`src/rtl/hipt_pkg.sv`:
```
package hipt_pkg;

    // ------------------------------------------------------------------
    // Register offsets
    // ------------------------------------------------------------------
    localparam logic [7:0] HIPT_FAST_READ_LOW_OFS  = 8'h04;
    localparam logic [7:0] HIPT_FAST_READ_HIGH_OFS = 8'h05;
    localparam logic [7:0] HIPT_PORT_A_DIR_OFS     = 8'h9F;
    localparam logic [7:0] HIPT_PORT_B_DIR_OFS     = 8'hAF;
    localparam logic [7:0] HIPT_PORT_A_PIN_OFS     = 8'hBF;
    localparam logic [7:0] HIPT_PORT_B_PIN_OFS     = 8'hCF;
    localparam logic [7:0] HIPT_PORT_A_DRV_OFS     = 8'hDF;
    localparam logic [7:0] HIPT_PORT_B_DRV_OFS     = 8'hEF;

    // ------------------------------------------------------------------
    // Reset values
    // ------------------------------------------------------------------
    localparam logic [7:0] HIPT_DIR_RST = 8'h00;
    localparam logic [7:0] HIPT_PIN_RST = 8'hFF;
    localparam logic [7:0] HIPT_DRV_RST = 8'h00;

    // ------------------------------------------------------------------
    // Timing: write spacing for hosts without wait input, in memory clocks
    // ------------------------------------------------------------------
    localparam int unsigned HIPT_WR_GAP_CYC = 2;
    localparam logic [1:0]  HIPT_WR_GAP     = 2'(HIPT_WR_GAP_CYC);

    // ------------------------------------------------------------------
    // Interface modes, coded as {pin_b, pin_a}
    // ------------------------------------------------------------------
    localparam logic [1:0] HIPT_SEL_MUX8_RW  = 2'h0;
    localparam logic [1:0] HIPT_SEL_MUX16    = 2'h1;
    localparam logic [1:0] HIPT_SEL_MUX8_DS  = 2'h2;
    localparam logic [1:0] HIPT_SEL_NONMUX8  = 2'h3;

    typedef enum logic [4:0] {
        HIPT_MODE_MUX8_RW = 5'h01,
        HIPT_MODE_MUX16   = 5'h02,
        HIPT_MODE_MUX8_DS = 5'h04,
        HIPT_MODE_NONMUX8 = 5'h08,
        HIPT_MODE_SERIAL  = 5'h10
    } hipt_mode_t;

    typedef enum logic [2:0] {
        HIPT_ST_IDLE = 3'h1,
        HIPT_ST_MEM  = 3'h2,
        HIPT_ST_HOLD = 3'h4
    } hipt_state_t;

endpackage

```
`src/rtl/hipt_host_if.sv`:
```
//
// What this block does
// - Host cycles become internal memory bus accesses
// - Select pins sampled during reset, then kept
// - 00 mux8 strobes, 01 mux16, 10 DS, 11 nonmux
// - Mode 00 with both strobes low: serial
// - Select pins weakly pulled low only in reset
// - Strobe modes use latch, read, write; DS uses strobe/direction
// - Multiplexed modes drive ready for wait states
// - Nonmux uses direction, select, acknowledge or strobe
// - Nonmux: shared pins address, port A data
// - Every memory read latches data into fast-read register
// - Direction bit one drives, zero is input
// - Port pins weakly high until direction written
// - Direction registers reset to zero
// - Pin level registers read pins, reset ones
// - Drive value registers set pin level, reset zero
//
`timescale 1ns/100ps
`default_nettype none

module hipt_host_if
    import hipt_pkg::*;
(
    input  wire logic        i_sys_clk,
    input  wire logic        i_rst_n,
    input  wire logic        i_hw_reset_n,
    input  wire logic        i_if_select_pin_a,
    input  wire logic        i_if_select_pin_b,
    output logic             o_sel_pull_en,
    input  wire logic        i_addr_latch,
    input  wire logic        i_rd_n,
    input  wire logic        i_wr_n,
    input  wire logic        i_data_strobe,
    input  wire logic        i_dir_read,
    input  wire logic        i_cs_n,
    input  wire logic [15:0] i_ad,
    output logic      [15:0] o_ad,
    output logic      [15:0] o_ad_oe,
    input  wire logic [7:0]  i_addr_hi,
    output logic             o_ready,
    output logic             o_transfer_ack_n,
    input  wire logic [7:0]  i_port_a,
    output logic      [7:0]  o_port_a,
    output logic      [7:0]  o_port_a_oe,
    output logic      [7:0]  o_port_a_pullup,
    input  wire logic [7:0]  i_port_b,
    output logic      [7:0]  o_port_b,
    output logic      [7:0]  o_port_b_oe,
    output logic      [7:0]  o_port_b_pullup,
    output hipt_mode_t       o_mode,
    input  wire logic        i_ser_req,
    input  wire logic        i_ser_wr,
    input  wire logic [7:0]  i_ser_addr,
    input  wire logic [15:0] i_ser_wdata,
    output logic             o_ser_done,
    output logic             o_mem_req,
    output logic             o_mem_wr,
    output logic             o_mem_wide,
    output logic      [7:0]  o_mem_addr,
    output logic      [15:0] o_mem_wdata,
    input  wire logic        i_mem_ack,
    input  wire logic [15:0] i_mem_rdata
);

    // ------------------------------------------------------------------
    // Mode capture and port register sets
    // ------------------------------------------------------------------
    hipt_mode_t mode;

    hipt_mode_latch u_mode (
        .i_sys_clk         (i_sys_clk),
        .i_rst_n           (i_rst_n),
        .i_hw_reset_n      (i_hw_reset_n),
        .i_if_select_pin_a (i_if_select_pin_a),
        .i_if_select_pin_b (i_if_select_pin_b),
        .i_rd_n            (i_rd_n),
        .i_wr_n            (i_wr_n),
        .o_sel_pull_en     (o_sel_pull_en),
        .o_mode            (mode)
    );

    assign o_mode = mode;

    logic [7:0]  reg_wdata;
    logic        reg_wr;
    logic [7:0]  reg_addr;
    logic [7:0]  a_dir;
    logic [7:0]  a_drv;
    logic [7:0]  a_lvl;
    logic        a_written;
    logic [7:0]  b_dir;
    logic [7:0]  b_drv;
    logic [7:0]  b_lvl;
    logic        b_written;

    hipt_port_regs u_port_a (
        .i_sys_clk       (i_sys_clk),
        .i_rst_n         (i_rst_n),
        .i_dir_wr        (reg_wr && reg_addr == HIPT_PORT_A_DIR_OFS),
        .i_drv_wr        (reg_wr && reg_addr == HIPT_PORT_A_DRV_OFS),
        .i_wdata         (reg_wdata),
        .i_pin_in        (i_port_a),
        .o_dir_q         (a_dir),
        .o_drv_q         (a_drv),
        .o_pin_level_q   (a_lvl),
        .o_dir_written_q (a_written)
    );

    hipt_port_regs u_port_b (
        .i_sys_clk       (i_sys_clk),
        .i_rst_n         (i_rst_n),
        .i_dir_wr        (reg_wr && reg_addr == HIPT_PORT_B_DIR_OFS),
        .i_drv_wr        (reg_wr && reg_addr == HIPT_PORT_B_DRV_OFS),
        .i_wdata         (reg_wdata),
        .i_pin_in        (i_port_b),
        .o_dir_q         (b_dir),
        .o_drv_q         (b_drv),
        .o_pin_level_q   (b_lvl),
        .o_dir_written_q (b_written)
    );

    // ------------------------------------------------------------------
    // Host cycle decode
    // ------------------------------------------------------------------
    logic        is_mux;
    logic        nonmux;
    logic        rd_act;
    logic        wr_act;
    logic        cyc;
    logic        cyc_q;
    logic        start;
    logic [7:0]  addr_q;
    logic [7:0]  cur_addr;
    logic [15:0] cur_wdata;

    assign nonmux = (mode == HIPT_MODE_NONMUX8);
    assign is_mux = (mode == HIPT_MODE_MUX8_RW) || (mode == HIPT_MODE_MUX16)
                  || (mode == HIPT_MODE_MUX8_DS);

    always_comb begin
        rd_act = 1'b0;
        wr_act = 1'b0;
        unique case (mode)
            HIPT_MODE_MUX8_RW, HIPT_MODE_MUX16: begin
                rd_act = ~i_rd_n;
                wr_act = ~i_wr_n;
            end
            HIPT_MODE_MUX8_DS: begin
                rd_act = i_data_strobe & i_dir_read;
                wr_act = i_data_strobe & ~i_dir_read;
            end
            HIPT_MODE_NONMUX8: begin
                // Asynchronous hosts tie the strobe high, so cs alone frames
                rd_act = ~i_cs_n & i_data_strobe & i_dir_read;
                wr_act = ~i_cs_n & i_data_strobe & ~i_dir_read;
            end
            HIPT_MODE_SERIAL: begin
                rd_act = i_ser_req & ~i_ser_wr;
                wr_act = i_ser_req & i_ser_wr;
            end
        endcase
    end

    assign cyc   = (rd_act | wr_act) & i_hw_reset_n;
    assign start = cyc & ~cyc_q;

    // Address tracked on each clock while the latch strobe is high, held after it falls (level-held)
    always_ff @(posedge i_sys_clk or negedge i_rst_n) begin
        if (!i_rst_n) begin
            addr_q <= 8'h00;
        end else if (is_mux && i_addr_latch) begin
            addr_q <= i_ad[7:0];
        end
    end

    // non-multiplexed uses shared pins as address, port A as data
    assign cur_addr  = nonmux ? i_ad[7:0]
                     : (mode == HIPT_MODE_SERIAL) ? i_ser_addr : addr_q;
    assign cur_wdata = nonmux ? {8'h00, i_port_a}
                     : (mode == HIPT_MODE_SERIAL) ? i_ser_wdata : i_ad;

    assign reg_addr  = o_mem_addr;
    assign reg_wdata = o_mem_wdata[7:0];

    // ------------------------------------------------------------------
    // Access sequencer
    // ------------------------------------------------------------------
    hipt_state_t st_q;
    logic        local_hit;
    logic [7:0]  local_rd;
    logic [15:0] rdata_q;
    logic [15:0] fast_q;
    logic [1:0]  gap_q;

    always_comb begin
        local_hit = 1'b1;
        local_rd  = 8'h00;
        unique case (o_mem_addr)
            HIPT_PORT_A_DIR_OFS: local_rd = a_dir;
            HIPT_PORT_B_DIR_OFS: local_rd = b_dir;
            HIPT_PORT_A_PIN_OFS: local_rd = a_lvl;
            HIPT_PORT_B_PIN_OFS: local_rd = b_lvl;
            HIPT_PORT_A_DRV_OFS: local_rd = a_drv;
            HIPT_PORT_B_DRV_OFS: local_rd = b_drv;
            HIPT_FAST_READ_LOW_OFS: local_rd = fast_q[7:0];
            HIPT_FAST_READ_HIGH_OFS: local_rd = fast_q[15:8];
            default: local_hit = 1'b0;
        endcase
    end

    assign reg_wr = (st_q == HIPT_ST_MEM) && o_mem_wr && local_hit;

    always_ff @(posedge i_sys_clk or negedge i_rst_n) begin
        if (!i_rst_n) begin
            st_q        <= HIPT_ST_IDLE;
            cyc_q       <= 1'b0;
            o_mem_req   <= 1'b0;
            o_mem_wr    <= 1'b0;
            o_mem_wide  <= 1'b0;
            o_mem_addr  <= 8'h00;
            o_mem_wdata <= 16'h0000;
            rdata_q     <= 16'h0000;
        end else begin
            cyc_q <= cyc;
            unique case (st_q)
                HIPT_ST_IDLE: begin
                    if (start && gap_q == 2'h0) begin
                        st_q        <= HIPT_ST_MEM;
                        o_mem_addr  <= cur_addr;
                        o_mem_wr    <= wr_act;
                        o_mem_wide  <= (mode == HIPT_MODE_MUX16);
                        o_mem_wdata <= cur_wdata;
                        o_mem_req   <= ~((cur_addr == HIPT_PORT_A_DIR_OFS)
                                      || (cur_addr == HIPT_PORT_B_DIR_OFS)
                                      || (cur_addr == HIPT_PORT_A_PIN_OFS)
                                      || (cur_addr == HIPT_PORT_B_PIN_OFS)
                                      || (cur_addr == HIPT_PORT_A_DRV_OFS)
                                      || (cur_addr == HIPT_PORT_B_DRV_OFS)
                                      || (cur_addr == HIPT_FAST_READ_LOW_OFS)
                                      || (cur_addr == HIPT_FAST_READ_HIGH_OFS));
                    end
                end
                HIPT_ST_MEM: begin
                    if (local_hit) begin
                        rdata_q <= {8'h00, local_rd};
                        st_q    <= HIPT_ST_HOLD;
                    end else if (i_mem_ack) begin
                        o_mem_req <= 1'b0;
                        rdata_q   <= i_mem_rdata;
                        st_q      <= HIPT_ST_HOLD;
                    end
                end
                HIPT_ST_HOLD: begin
                    if (!cyc) begin
                        st_q <= HIPT_ST_IDLE;
                    end
                end
            endcase
        end
    end

    // Every memory read also refreshes the fast-read register
    always_ff @(posedge i_sys_clk or negedge i_rst_n) begin
        if (!i_rst_n) begin
            fast_q <= 16'h0000;
        end else if (st_q == HIPT_ST_MEM && !local_hit && i_mem_ack && !o_mem_wr) begin
            fast_q <= i_mem_rdata;
        end
    end

    // Minimum spacing between writes for hosts that ignore ready
    always_ff @(posedge i_sys_clk or negedge i_rst_n) begin
        if (!i_rst_n) begin
            gap_q <= 2'h0;
        end else if (st_q == HIPT_ST_HOLD && o_mem_wr && !cyc) begin
            gap_q <= HIPT_WR_GAP;
        end else if (gap_q != 2'h0) begin
            gap_q <= gap_q - 2'h1;
        end
    end

    // ------------------------------------------------------------------
    // Handshake and pin drive
    // ------------------------------------------------------------------
    logic done;
    logic rd_drive;

    assign done     = (st_q == HIPT_ST_HOLD);
    assign rd_drive = done && !o_mem_wr && rd_act;

    // Ready low holds the host in wait states until data is valid
    assign o_ready          = ~(is_mux && cyc && !done);
    assign o_transfer_ack_n = ~(nonmux && done && cyc);
    assign o_ser_done       = (mode == HIPT_MODE_SERIAL) && done;

    always_comb begin
        o_ad    = rdata_q;
        o_ad_oe = 16'h0000;
        if (is_mux && rd_drive) begin
            o_ad_oe = (mode == HIPT_MODE_MUX16) ? 16'hFFFF : 16'h00FF;
        end
    end

    // Port A belongs to the host bus in non-multiplexed mode
    always_comb begin
        if (nonmux) begin
            o_port_a        = rdata_q[7:0];
            o_port_a_oe     = rd_drive ? 8'hFF : 8'h00;
            o_port_a_pullup = 8'h00;
        end else begin
            o_port_a        = a_drv;
            o_port_a_oe     = a_dir;
            o_port_a_pullup = a_written ? 8'h00 : 8'hFF;
        end
    end

    assign o_port_b        = b_drv;
    assign o_port_b_oe     = b_dir;
    assign o_port_b_pullup = b_written ? 8'h00 : 8'hFF;

endmodule

`default_nettype wire

```
`src/rtl/hipt_mode_latch.sv`:
```
`timescale 1ns/100ps
`default_nettype none

module hipt_mode_latch
    import hipt_pkg::*;
(
    input  wire logic       i_sys_clk,
    input  wire logic       i_rst_n,
    input  wire logic       i_hw_reset_n,
    input  wire logic       i_if_select_pin_a,
    input  wire logic       i_if_select_pin_b,
    input  wire logic       i_rd_n,
    input  wire logic       i_wr_n,
    output logic            o_sel_pull_en,
    output hipt_mode_t      o_mode
);

    logic [1:0] sel;

    assign sel = {i_if_select_pin_b, i_if_select_pin_a};

    // Weak pulldown only while reset is held; pins float afterwards
    assign o_sel_pull_en = ~i_hw_reset_n;

    // ------------------------------------------------------------------
    // Strap capture: clocked during reset, frozen after release
    // ------------------------------------------------------------------
    always_ff @(posedge i_sys_clk or negedge i_rst_n) begin
        if (!i_rst_n) begin
            o_mode <= HIPT_MODE_MUX8_RW;
        end else if (!i_hw_reset_n) begin
            unique case (sel)
                HIPT_SEL_MUX8_RW: begin
                    o_mode <= (!i_rd_n && !i_wr_n) ? HIPT_MODE_SERIAL
                                                   : HIPT_MODE_MUX8_RW;
                end
                HIPT_SEL_MUX16:   o_mode <= HIPT_MODE_MUX16;
                HIPT_SEL_MUX8_DS: o_mode <= HIPT_MODE_MUX8_DS;
                HIPT_SEL_NONMUX8: o_mode <= HIPT_MODE_NONMUX8;
            endcase
        end
    end

endmodule

`default_nettype wire

```
`src/rtl/hipt_port_regs.sv`:
```
`timescale 1ns/100ps
`default_nettype none

module hipt_port_regs
    import hipt_pkg::*;
(
    input  wire logic       i_sys_clk,
    input  wire logic       i_rst_n,
    input  wire logic       i_dir_wr,
    input  wire logic       i_drv_wr,
    input  wire logic [7:0] i_wdata,
    input  wire logic [7:0] i_pin_in,
    output logic      [7:0] o_dir_q,
    output logic      [7:0] o_drv_q,
    output logic      [7:0] o_pin_level_q,
    output logic            o_dir_written_q
);

    always_ff @(posedge i_sys_clk or negedge i_rst_n) begin
        if (!i_rst_n) begin
            o_dir_q         <= HIPT_DIR_RST;
            o_dir_written_q <= 1'b0;
        end else if (i_dir_wr) begin
            o_dir_q         <= i_wdata;
            o_dir_written_q <= 1'b1;
        end
    end

    always_ff @(posedge i_sys_clk or negedge i_rst_n) begin
        if (!i_rst_n) begin
            o_drv_q <= HIPT_DRV_RST;
        end else if (i_drv_wr) begin
            o_drv_q <= i_wdata;
        end
    end

    // Pin level is sampled every cycle; reads show the last sample
    always_ff @(posedge i_sys_clk or negedge i_rst_n) begin
        if (!i_rst_n) begin
            o_pin_level_q <= HIPT_PIN_RST;
        end else begin
            o_pin_level_q <= i_pin_in;
        end
    end

endmodule

`default_nettype wire

```
`config.mk`:
```
export PLATFORM = sky130hd
export DESIGN_NAME = hipt_host_if
export DESIGN_NICKNAME = d
export VERILOG_FILES = /design/src/rtl/hipt_pkg.sv /design/src/rtl/hipt_host_if.sv /design/src/rtl/hipt_mode_latch.sv /design/src/rtl/hipt_port_regs.sv
export SDC_FILE = /design/constraint.sdc
export NUM_CORES = 1
export LEC_CHECK = 0
export BUFFER_PORTS_ARGS = -buffer_cell sky130_fd_sc_hd__buf_2
export CAP_MARGIN = 20
export CORE_ASPECT_RATIO = 1.4
export CORE_MARGIN = 5
export CORE_UTILIZATION = 40
export DETAILED_ROUTE_END_ITERATION = 8
export MAX_ROUTING_LAYER = met4
export PLACE_DENSITY = 0.66
export SKIP_LAST_GASP = 1
export SYNTH_ARGS = -nofsm -noshare
export SYNTH_HDL_FRONTEND = slang
export SYNTH_SLANG_ARGS = --single-unit
```
`constraint.sdc`:
```
create_clock -name i_sys_clk -period 3.92 [get_ports i_sys_clk]
set_input_delay 0.392 -clock i_sys_clk [delete_from_list [all_inputs] [get_ports i_sys_clk]]
set_output_delay 0.392 -clock i_sys_clk [all_outputs]
set_load 0.05 [all_outputs]
```
# == Yosys cells after proc, flatten, opt, wreduce, memory -nomap -nowiden ==
# Index checks and enable logic that the tools add are counted.
# totals
output_inout_bits,116
in_bits,94
ff_bits,128
elab_cells,153
# classes
n_eq_ne,32
n_bitwise,20
addsub,1
reduce_logical,49
mux,31
# op_table
op,n
== test 8 bit (second input constant),12
two-way mux 16 bit,6
two-way mux 8 bit,8
case mux 8 bit (8 select lines),1
== test 8 x 3 -> 1 bit (second input constant),4
logical AND 1 bit,22
case mux 5 bit (4 select lines),1
two-way mux 3 bit,4
inverter 1 bit,10
AND 1 bit,9
logical OR 1 bit,9
case mux 3 bit (3 select lines),1
inequality test 2 bit (second input constant),4
case mux 1 bit (4 select lines),2
nonzero test 2 bit,4
OR reduction 8 bit,1
logical NOT 1 bit,6
== test 5 x 1 -> 1 bit (second input constant),1
== test 5 x 2 -> 1 bit (second input constant),1
== test 5 x 3 -> 1 bit (second input constant),1
== test 5 x 4 -> 1 bit (second input constant),1
== test 5 bit (second input constant),1
two-way mux 5 bit,1
== test 2 bit (second input constant),2
other kinds (15),21

# == Logic depth before layout (Yosys ltp) ==
# Gate-level depths: netlist of run 1.
# logic_depth
depth_word,14
ltp_mapped,10
mapped_depth_nobuf,7

# == By module ==
# A second synthesis of run 1 with hierarchy kept.
# unflattened
hier_cells,615
hier_area_um2,6737.7
# modules_own_cells
module,cells_each,seq_area_each_um2,area_per_inst_um2,instances
hipt_host_if,505,1828.0,4719.5,1
hipt_port_regs,44,635.6,904.6,2
hipt_mode_latch,22,126.4,209.0,1

# == Least setup slack after synthesis of run 1 ==
# OpenSTA, ideal clock, no wires.
# synth_path
path_kind,reg2out
startpoint,reg u_mode.o_mode[3]
endpoint,out o_ad_oe[1]
required_ns,3.528
t_arrival_ns,2.956
stages_incl_launch_ff,8
slack_ns,0.572
path_buffers,2
path_cell_list,dfrtp_1 > clkbuf_1 > nor3b_1 > o211ai_1 > a31oi_1 > nand2_1 > nor2_1 > buf_4
# synth_between
elab_chain_len,6
elab_cells_between_ends,12
classes_between,eq/ne: 5; mux: 2; reduce/logical: 5
# synth_lines
item,line,text
"start, declared",hipt_mode_latch.sv:15,output hipt_mode_t o_mode
"start signal, assigned",hipt_mode_latch.sv:34,o_mode <= (!i_rd_n && !i_wr_n) ? HIPT_MODE_SERIAL
== test 5 x 1 -> 1 bit / == test 5 x 2 -> 1 bit (equally long branches),"hipt_host_if.sv:138, hipt_host_if.sv:144",
OR reduction 2 bit,hipt_host_if.sv:144,unique case (mode)
case mux 1 bit (4 select lines),hipt_host_if.sv:144,
logical AND 1 bit,hipt_host_if.sv:290,assign rd_drive = done && !o_mem_wr && rd_act;
logical AND 1 bit *,hipt_host_if.sv:300,if (is_mux && rd_drive) begin
two-way mux 16 bit *,hipt_host_if.sv:300,
"end, declared",hipt_host_if.sv:39,"output logic [15:0] o_ad_oe,"
# Mark *: on every way between the ends. The rest lies on a longest branch, timed or not.

# == Final worst setup path of run 1 ==
# layout_path
startpoint,reg u_mode.o_mode[1]
endpoint,out o_port_a_oe[6]
# layout_between
elab_chain_len,6
elab_cells_between_ends,10
classes_between,eq/ne: 5; mux: 3; reduce/logical: 2
# layout_lines
item,line,text
== test 5 x 1 -> 1 bit / == test 5 x 2 -> 1 bit (equally long branches),hipt_host_if.sv:144,
OR reduction 2 bit,hipt_host_if.sv:144,
case mux 1 bit (4 select lines),hipt_host_if.sv:144,
logical AND 1 bit,hipt_host_if.sv:290,
two-way mux 8 bit,hipt_host_if.sv:309,o_port_a_oe = rd_drive ? 8'hFF : 8'h00;
two-way mux 8 bit *,hipt_host_if.sv:307,if (nonmux) begin
"end, declared",hipt_host_if.sv:45,"output logic [7:0] o_port_a_oe,"
# Marks and branches as above.

==> impl_results.md, run 1 <==
* Core box area at 15700 sq um
* Worst path max stage delay at 590 ps
* Routed wire length at 18600 um
* Syn Inst Count at 594
* RSZ-0062 raised after global routing: no
* Average vias per placed instance at 5.39
* Initial antenna violation count at 1
* Chip height at 160 um
* Final HPWL DP at 14000 um
* Pwr Density at 646 nW/um^2
* Critical path's top delay family: simple AND/OR/NAND/NOR gates
* Async set or reset register ratio after synthesis at 100%
* Post-DRT Antenna Nets at 0
* Hold path startpoint: i_port_b[5]
* Fin Hold WS at 70.0 ps
* Status: complete, no violations
* Yosys top cell by area: dfrtp_1
* Resize count post-CTS at 0
* Max Freq at 280 MHz
* Area contributors post-synth: dfrtp_1, mux2_2, dfstp_2, nand2_1, mux2i_1
* Synth-to-Final Area Change at 25.7%
* CTS sink cnt at 128
* CP endpoint kind: primary output
* DRT Pass-1 Iters at 5
* Fraction of layout cells with a size suffix above 1 at 44.1%
* Critical Path RT at 3530 ps
* IO Pins at 210
* Final cell count without fillers at 971
* Initial DRC count at 330
* Global-route wire length before repair at 29000 um
* WL/cell at 19.2 um
* DRC violations left at 0
* Fillers at 1412
* Clock-pin slew on the worst setup and hold paths at 60 ps
* CP arrival at 3180 ps
* Hold WC Path Type: primary input to flip-flop
* Largest net degree at the start of global routing at 72
* Distinct cells, synth at 55
* Register area share after synthesis at 50.3%
* # rows at 54
* Top-area cell type share of the netlist area at 42.9%
* DIE AREA at 18700 sq um
* RR Startpoint: u_mode.o_mode[1]
* Total track usage at 20.5%
* CTS tree: done
* Seq cells post-synth at 128
* Post-CTS setup buffer count at 0
* Crit path time final at 3570 ps
* Worst rel slew slack at 29.9%
* Initial Utilization at 40.9%
* Die width at 117 um
* # H-tree levels at 4
* Least-Margin Pin Slew at 1050 ps
* Crit. Startpoint: u_mode.o_mode[1]
* CP cell instances: nor3_1, a221oi_1, a31oi_1, nand2_1, nor2_1, buf_4, a21o_1, buf_2
* Remaining Overflow, GRT at 0
* Final setup violation count at 0
* Via count at 5233
* Cts hold-fix bufs at 0
* Root Driver: clkbuf_16
* Main synth FF type: dfrtp_1
* Syn Area/Cell at 10.8 sq um
* Setup TNS at 0 ps
* Layout Nets at 856
* Crit Path Max Fanout at 10
* Cell total after placement at 937
* Peak supply drop at 399 uV
* CP max-delay cell: nor3_1
* Slew Viols, Final at 0
* CTS buffer count at 17
* Overall power at 5210 uW
* PortBufs at 201
* Yosys warnings at 0
* WP buf/inv at 2
* Number of global-route vias before repair at 5326
* Global placer's final weighted congestion at 0.865
* Clock Path Buffers at 2
* Max-cap violations at 0
* Critical Path Start Type: flip-flop
* Synthesized Nets at 689
* Crit Path Class: flip-flop to primary output
* Synthesized cell area at 6410 sq um
* Leakage at 0.00414 uW
* Post-synth EDFFs at 0
* Setup Skew at 7.07 ps
* Clk Latency, worst-skew pair at 420 ps
* Fin. Hold Viols at 0
* Final Cycle Share at 91.0%
## path summary, 6_finish.rpt
path	to	slack, ps	depth (start not counted)
max	o_port_a_oe[6]	350	8
min	u_port_b.o_pin_level_q[5]	70	1
max reg2reg	o_mem_wdata[13]	950	7
min reg2reg	u_port_a.o_dir_written_q	470	1
max in group asynchronous	st_q[0]	2930	2
min in group asynchronous	fast_q[9]	100	1
## where the power goes
group	internal, uW	switching [uW]
clock	1130	563
combinational	572	1100
sequential	1610	224
## logic make-up (layout without fill, tap and decap cells)
| logic type | count (synthesis) | after routing | share of synthesized area (%) |
|---|---|---|---|
| and+or+nand+nor | 177 | 177 | 13.1 |
| xor gates and xnor gates | 3 | 3 | 0.410 |
| other | 0 | 1 | 0 |
| AOI/OAI and AO/OA | 123 | 123 | 13.7 |
| DFF | 128 | 128 | 50.3 |
| muxes | 90 | 90 | 16.0 |
| adders and majority gates | 1 | 1 | 0.195 |
| buffers and inverters | 72 | 252 | 6.26 |
## synthesized netlist by cell type, types with 5 or more instances
master / instances
dfstp_2: 18
or3_1: 9
nor2b_1: 6
o221ai_1: 5
o22ai_1: 7
buf_4: 28
nor3_1: 7
a22oi_1: 6
nand3_1: 15
o31ai_1: 9
nand2_1: 71
dfrtp_1: 110
a21o_1: 16
a22o_1: 10
mux2_2: 58
buf_2: 9
a311oi_1: 8
nor2_1: 39
clkbuf_1: 22
inv_1: 8
a211oi_1: 10
mux2_4: 10
a21oi_1: 9
mux2i_1: 22
o21ai_0: 22
## worst register-to-register path: stages, from the launching register on
cell and delay, ps:
dfrtp_1 500, nor3_1 600, a22o_1 280, o221ai_1 240, o21ai_4 770, buf_4 340, nand2_1 80, o31ai_1 70
## cell usage in the layout (no fill, tap or decap), drive strengths merged, types with 16 or more instances in the layout
master and count:
dfrtp 110, o21ai 24, nand2 71, mux2i 22
buf 212, nand3 16, nor2 40, clkbuf 23
dfstp 18, mux2 68, a21o 16
## sequential cells by signal, indices dropped and copies added, names as in the netlist, 2 cells and up
name,flops
u_port_a.o_pin_level_q,8
o_mem_addr,8
addr_q,8
o_mem_wdata,16
st_q,3
o_ad,16
u_port_b.o_pin_level_q,8
u_port_a.o_dir_q,8
u_port_a.o_drv_q,8
gap_q,2
fast_q,16
u_port_b.o_dir_q,8
u_mode.o_mode,5
u_port_b.o_drv_q,8
## stage by stage
step           worst slack (ps)  utilization [%]  instance area [sq um]
3_5_place_dp                827             47.2                   7400
5_1_grt                    54.9             51.4                   8060
4_1_cts                     368             51.3                   8050
3_3_place_gp                913             47.2                   7400
2_1_floorplan               572                -                   6410
6_report                    352             51.4                   8060
## per-layer routing
metal	vias up	share of wire, %	GRT usage, %	routed length, um
li1	2454	-	-	-
met1	2560	42	26.3	7730
met2	204	50	32.8	9380
met3	15	6.8	4.66	1260
met4	0	1.2	5.06	218
met5	-	0	-	0
## area by class of cell
type,instances,area [sq um],share of cell area (%)
multi-input cells,394,2810,34.8
well taps,196,245,3.04
clock buffers,23,488,6.05
clock inverters,9,154,1.91
flip-flops and latches,128,3230,40.0
inverters,8,30.0,0.372
diodes,1,2.50,0.0310
repair buffers,212,1110,13.8
Note: power is estimated with default switching activity, not from simulation.
==> inputs of run 2 (changes only) <==
PLACE_DENSITY = not set   (was 0.66)
PLACE_DENSITY_LB_ADDON = 0.05   (was not set)
SETUP_SLACK_MARGIN = 0.5   (was not set)
==> run 2 against run 1 <==
Net effect:
- worst hold slack got worse by 56 ps
- wire length is 0.72% higher
- flip-flop and latch count stayed put
- clock-buffer cell count shrank 4
- global-route usage is 0.45 points higher
- combinational power barely moved
- largest cell class unchanged
- largest power group unchanged
==> impl_results.md, run 2 (same netlist as run 1, synthesis figures left out) <==
* Initial Utilization at 40.9% (unchanged)
* Final instance area at 8010 sq um (-0.71%)
* Post-DRT Antenna Nets at 0 (unchanged)
* Core box area at 15700 sq um (unchanged)
* Synth-to-Final Area Change at 24.8%
* Worst rel slew slack at 42.5% (+13 points)
* Average vias per placed instance at 5.25 (-2.5%)
* Via count at 5112 (-2.3%)
* Hold WC Path Type: primary input to async pin
* Remaining Overflow, GRT at 0 (unchanged)
* Layout Nets at 859 (+0.35%)
* Fraction of layout cells with a size suffix above 1 at 45.2% (+1.1 points)
* Post-CTS setup buffer count at 0 (unchanged)
* Setup TNS at 0 ps (unchanged)
* # rows at 54 (unchanged)
* Least-Margin Pin Slew at 860 ps (-189 ps)
* # H-tree levels at 4 (unchanged)
* CP arrival at 2830 ps (-350 ps)
* Peak supply drop at 388 uV (-2.7%)
* Pwr Density at 624 nW/um^2 (-3.3%)
* CP cell instances: nor4b_1, o211ai_1, a31oi_2, nand2_1, nor2_1, buf_4, a21o_1, buf_2
* WL/cell at 19.2 um (+0.51%)
* Leakage at 0.00411 uW (-0.75%)
* Fillers at 1503 (+6.4%)
* Critical Path RT at 3530 ps (about the same)
* Crit path time final at 3230 ps (-342 ps)
* Critical Path Start Type: flip-flop
* Worst path max stage delay at 510 ps (-80 ps)
* Crit Path Max Fanout at 10 (unchanged)
* Status: complete, no violations
* IO Pins at 210 (unchanged)
* Max-cap violations at 0 (unchanged)
* Initial DRC count at 287 (-13%)
* CTS tree: done
* CP max-delay cell: dfrtp_1
* CTS sink cnt at 128 (unchanged)
* DRC violations left at 0 (unchanged)
* Clk Latency, worst-skew pair at 410 ps (about the same)
* Instance area at placement at 7410 sq um (+0.14%)
* PortBufs at 201 (unchanged)
* Chip height at 160 um (unchanged)
* Routed wire length at 18700 um (+0.72%)
* Multi-input logic area at 2820 sq um (+0.58%)
* Total track usage at 20.9% (+0.45 points)
* Max Freq at 310 MHz (+11%)
* Global placer's final weighted congestion at 0.839 (-3.0%)
* Global-route wire length before repair at 29600 um (+1.9%)
* Final setup violation count at 0 (unchanged)
* Slew Viols, Final at 0 (unchanged)
* Number of global-route vias before repair at 5361 (+0.66%)
* Initial antenna violation count at 0 (-1)
* Clock Path Buffers at 2 (unchanged)
* CP endpoint kind: primary output
* Final HPWL DP at 14100 um (+0.65%)
* Final Cycle Share at 82.3% (-8.7 points)
* CTS buffer count at 17 (unchanged)
* DRT Pass-1 Iters at 4 (-1)
* Die width at 117 um (unchanged)
* Clock-pin slew on the worst setup and hold paths at 60 ps (about the same)
* ANT cells at 0 (-1)
* Fin. Hold Viols at 0 (unchanged)
* DIE AREA at 18700 sq um (unchanged)
* Commonest non-fill, non-tap cells in the layout: buf_2, dfrtp_1, nand2_1
* Largest net degree at the start of global routing at 54 (-25%)
* Most common cell after layout, fill and taps aside: buf_2
* Register area at 3230 sq um (about the same)
* Crit Path Class: flip-flop to primary output
* RSZ-0062 raised after global routing: no
* Setup Skew at 12.2 ps (+5.12 ps)
* Root Driver: clkbuf_16
==> run 2: changes by cell type in the layout (fill, tap and decap cells not counted), sizes merged <==
cell      before  now
clkinv         3    9
diode          1    0
buf          212  215
clkinvlp       2    3
clkbuf        23   19
bufinv         4    1
==> run 2: cell type report <==
cell class              count  area share [%]
repair buffers            215            14.0
clock inverters            13            1.45
inverters                   8           0.375
flip-flops and latches    128            40.3
well taps                 196            3.06
multi-input cells         394            35.3
clock buffers              19            5.53
==> run 2: what timing repair did <==
item | CTS | global route
hold buffers | 0 | 0
gates resized for setup | 2 | 4
setup endpoints to repair | 24 | 24
==> run 2: per-layer routing <==
| layer | routed length (um) | vias up | GRT usage, % |
|---|---|---|---|
| li1 | - | 2456 | - |
| met1 | 7800 | 2476 | 25.6 |
| met2 | 9500 | 155 | 34.4 |
| met3 | 1040 | 25 | 4.32 |
| met4 | 383 | 0 | 6.47 |
| met5 | 0 | - | - |
==> run 2: worst paths after layout <==
check	startpoint	end	slack, ps	cells after the start
max reg2reg	o_mem_addr[6]	fast_q[5]	1130	6
max	u_mode.o_mode[1]	o_port_a_oe[7]	690	8
min	i_rst_n	o_ad[8]	10	1
min reg2reg	o_mem_wdata[15]	o_mem_wdata[15]	480	2
max in group asynchronous	i_rst_n	u_port_a.o_pin_level_q[4]	2900	2
min in group i_sys_clk	i_port_b[5]	u_port_b.o_pin_level_q[5]	80	1
==> run 2: critical path, delay by kind of cell, from the launching register on <==
| kind | cells | cell delay (ps) |
|---|---|---|
| flip-flops | 1 | 510 |
| buffers and inverters | 2 | 470 |
| AO/OA/AOI/OAI | 3 | 610 |
| AND/OR/NAND/NOR | 3 | 820 |
==> run 2: metrics by stage <==
step / total power [uW] / hold slack, ps / util, % / cells / setup WS, ps
2_1_floorplan: 3070 / 96.4 / - / 594 / 572
3_3_place_gp: 3500 / 457 / 47.3 / 940 / 929
3_5_place_dp: 3540 / 464 / 47.3 / 940 / 885
4_1_cts: 5040 / 46.7 / 50.9 / 972 / 544
5_1_grt: 5260 / 62.0 / 51.1 / 973 / 512
6_report: 5000 / 13.9 / 51.1 / 973 / 694
==> run 2: where the power goes <==
group          internal [uW]  switching [uW]  total [uW]
logic                    582            1090        1670
clock network            888             600        1490
registers               1610             229        1840
total                   3080            1920        5000
==> inputs of run 3 (changes only) <==
clock period = 3.2 ns   (was 3.92 ns; I/O delays follow)
==> run 3 against run 2 <==
Net effect:
- sequential share of layout area decreased by 3.1 points
- worst hold slack improved by 5.0 ps
- combinational power increased by 32%
- wire length increased by 4.4%
- register-to-register slack got worse by 450 ps
- flip-flop and latch count unchanged
- global-route usage increased by 1.0 points
- clock power increased by 29%
- critical path depth increased by 1
- design area increased by 8.3%
- cell count increased by 3.7%
- largest cell class unchanged
- highest routed layer unchanged
==> impl_results.md, run 3 (same netlist as run 1, synthesis figures left out) <==
* RSZ-0062 raised after global routing: yes
* Fin. Hold Viols at 0 (unchanged)
* Setup TNS at 0 ps (unchanged)
* Largest net degree at the start of global routing at 60 (+11%)
* Number of global-route vias before repair at 5528 (+3.1%)
* Hold path cells at 1
* CP cell instances: buf_12, nor4_4, a22o_4, a31oi_4, nand2_4, nor2_4, buf_6, a21o_2, buf_8
* Final Cycle Share at 84.0%
* Crit Path Max Fanout at 10 (unchanged)
* Max-cap violations at 0 (unchanged)
* DIE AREA at 18700 sq um (unchanged)
* Routed wire length at 19500 um (+4.4%)
* Synth-to-Final Area Change at 35.2%
* Average vias per placed instance at 5.29 (+0.73%)
* Post-DRT Antenna Nets at 0 (unchanged)
* # H-tree levels at 4 (unchanged)
* Total track usage at 21.9% (+1.0 points)
* Remaining Overflow, GRT at 0 (unchanged)
* Root Driver: clkbuf_16
* Reg-to-reg slack, setup at 680 ps (-450 ps)
* Max Freq at 372 MHz
* CP Depth at 9 (+1)
* Overall power at 6360 uW (+27%)
* CTS buffer count at 17 (unchanged)
* Final cell count without fillers at 1009 (+3.7%)
* Cell total after placement at 947 (+0.74%)
* Hold EP: u_port_a.o_pin_level_q[5]
* Clk Latency, worst-skew pair at 420 ps (about the same)
* ANT cells at 0 (unchanged)
* Slew Viols, Final at 0 (unchanged)
* Pwr Density at 733 nW/um^2 (+17%)
* Worst path max stage delay at 510 ps (about the same)
* Least-Margin Pin Slew at 685 ps (-176 ps)
* WL/cell at 19.4 um (+0.63%)
* Worst rel slew slack at 54.2% (+12 points)
* Clock Path Buffers at 2 (unchanged)
* Hold WC Path Type: primary input to flip-flop
* IO Pins at 210 (unchanged)
* DRT Pass-1 Iters at 4 (unchanged)
* PortBufs at 201 (unchanged)
* Die width at 117 um (unchanged)
* Initial DRC count at 282 (-1.7%)
* CTS sink cnt at 128 (unchanged)
* CP endpoint kind: primary output
* Most common cell after layout, fill and taps aside: buf_2
* Initial Utilization at 40.9% (unchanged)
* Final setup violation count at 0 (unchanged)
* Worst R2R Path Depth at 7 (+1)
* WP buf/inv at 3 (+1)
* Critical path's top delay family: flip-flops
* RR Endpoint: o_mem_addr[4]
* Commonest non-fill, non-tap cells in the layout: buf_2, dfrtp_1, nand2_1
* # rows at 54 (unchanged)
* Final instance area at 8670 sq um (+8.3%)
* Crit Path Class: flip-flop to primary output
* Leakage at 0.00434 uW (+5.6%)
* Status: complete, no violations
* CTS tree: done
* RR Startpoint: u_mode.o_mode[3]
* Layout Nets at 895 (+4.2%)
* Global-route wire length before repair at 30500 um (+3.1%)
* Crit path time final at 2690 ps
* Critical Path RT at 2880 ps (-650 ps)
* Hold path startpoint: i_port_a[5]
* Instance area at placement at 7530 sq um (+1.5%)
* DRC violations left at 0 (unchanged)
* Setup Skew at 8.31 ps (-3.88 ps)
* Critical Path Start Type: flip-flop
* Chip height at 160 um (unchanged)
* Peak supply drop at 624 uV (+61%)
* Initial antenna violation count at 0 (unchanged)
* CP max-delay cell: dfrtp_2
* Core box area at 15700 sq um (unchanged)
* Global placer's final weighted congestion at 0.874 (+4.1%)
* Via count at 5340 (+4.5%)
* CP arrival at 2370 ps (-460 ps)
* Clock-pin slew on the worst setup and hold paths at 50 ps (about the same)
* Fraction of layout cells with a size suffix above 1 at 48.1% (+2.9 points)
* Final HPWL DP at 14700 um (+3.8%)
[run 3: cell count changes in the layout (fill, tap and decap cells not counted), sizes merged]
cell         change
buf             +16
dlygate4sd3     +14
clkbuf          +12
clkinv           -5
clkinvlp         -3
bufinv           +2
[run 3: cell type report]
class / instances / area [sq um]
Clock buffer: 25 / 465
Inverter: 8 / 30.0
Clock inverter: 7 / 110
Timing Repair Buffer: 251 / 1620
Multi-Input combinational cell: 394 / 2970
Fill cell: 1417 / 7000
Sequential cell: 128 / 3230
Tap cell: 196 / 245
[run 3: power by group]
group / switching, uW / leakage, uW / total, uW / internal, uW
Sequential: 266 / 0.00163 / 2240 / 1980
Clock: 680 / 0.000283 / 1920 / 1240
Combinational: 1400 / 0.00243 / 2200 / 798
Total: 2350 / 0.00434 / 6360 / 4020
[run 3: worst max-delay path by stage]
stage / from / endpoint
after detailed placement: u_mode.o_mode[1] / o_port_a_oe[2]
after global placement: u_mode.o_mode[1] / o_port_a_oe[7]
after floorplan: u_mode.o_mode[0] / o_port_a_pullup[1]
after CTS: u_mode.o_mode[0] / o_transfer_ack_n
final: u_mode.o_mode[3] / o_port_a_oe[0]
after global routing: u_mode.o_mode[0] / o_port_a_oe[4]
[run 3: metrics by stage]
stage	util (%)	worst slack [ps]	hold slack [ps]
after floorplan	-	489	24.4
after CTS	53.9	508	1.66
final	55.3	513	18.9
after global placement	48.0	366	315
after detailed placement	48.0	259	317
after global routing	55.3	418	1.17
[run 3: per-layer routing]
layer / GRT usage (%) / share of wire, %
met1: 26.5 / 41
met2: 36.5 / 52
met3: 5.00 / 5.5
met4: 6.00 / 1.6
met5: - / 0
[run 3: what timing repair did]
item,4_1_cts,5_1_grt
buffers inserted,10,5
hold buffers,12,2
resized for setup,35,50
endpoints found under the setup margin,34,44
pin swaps,4,5
endpoints found under the hold margin,39,2
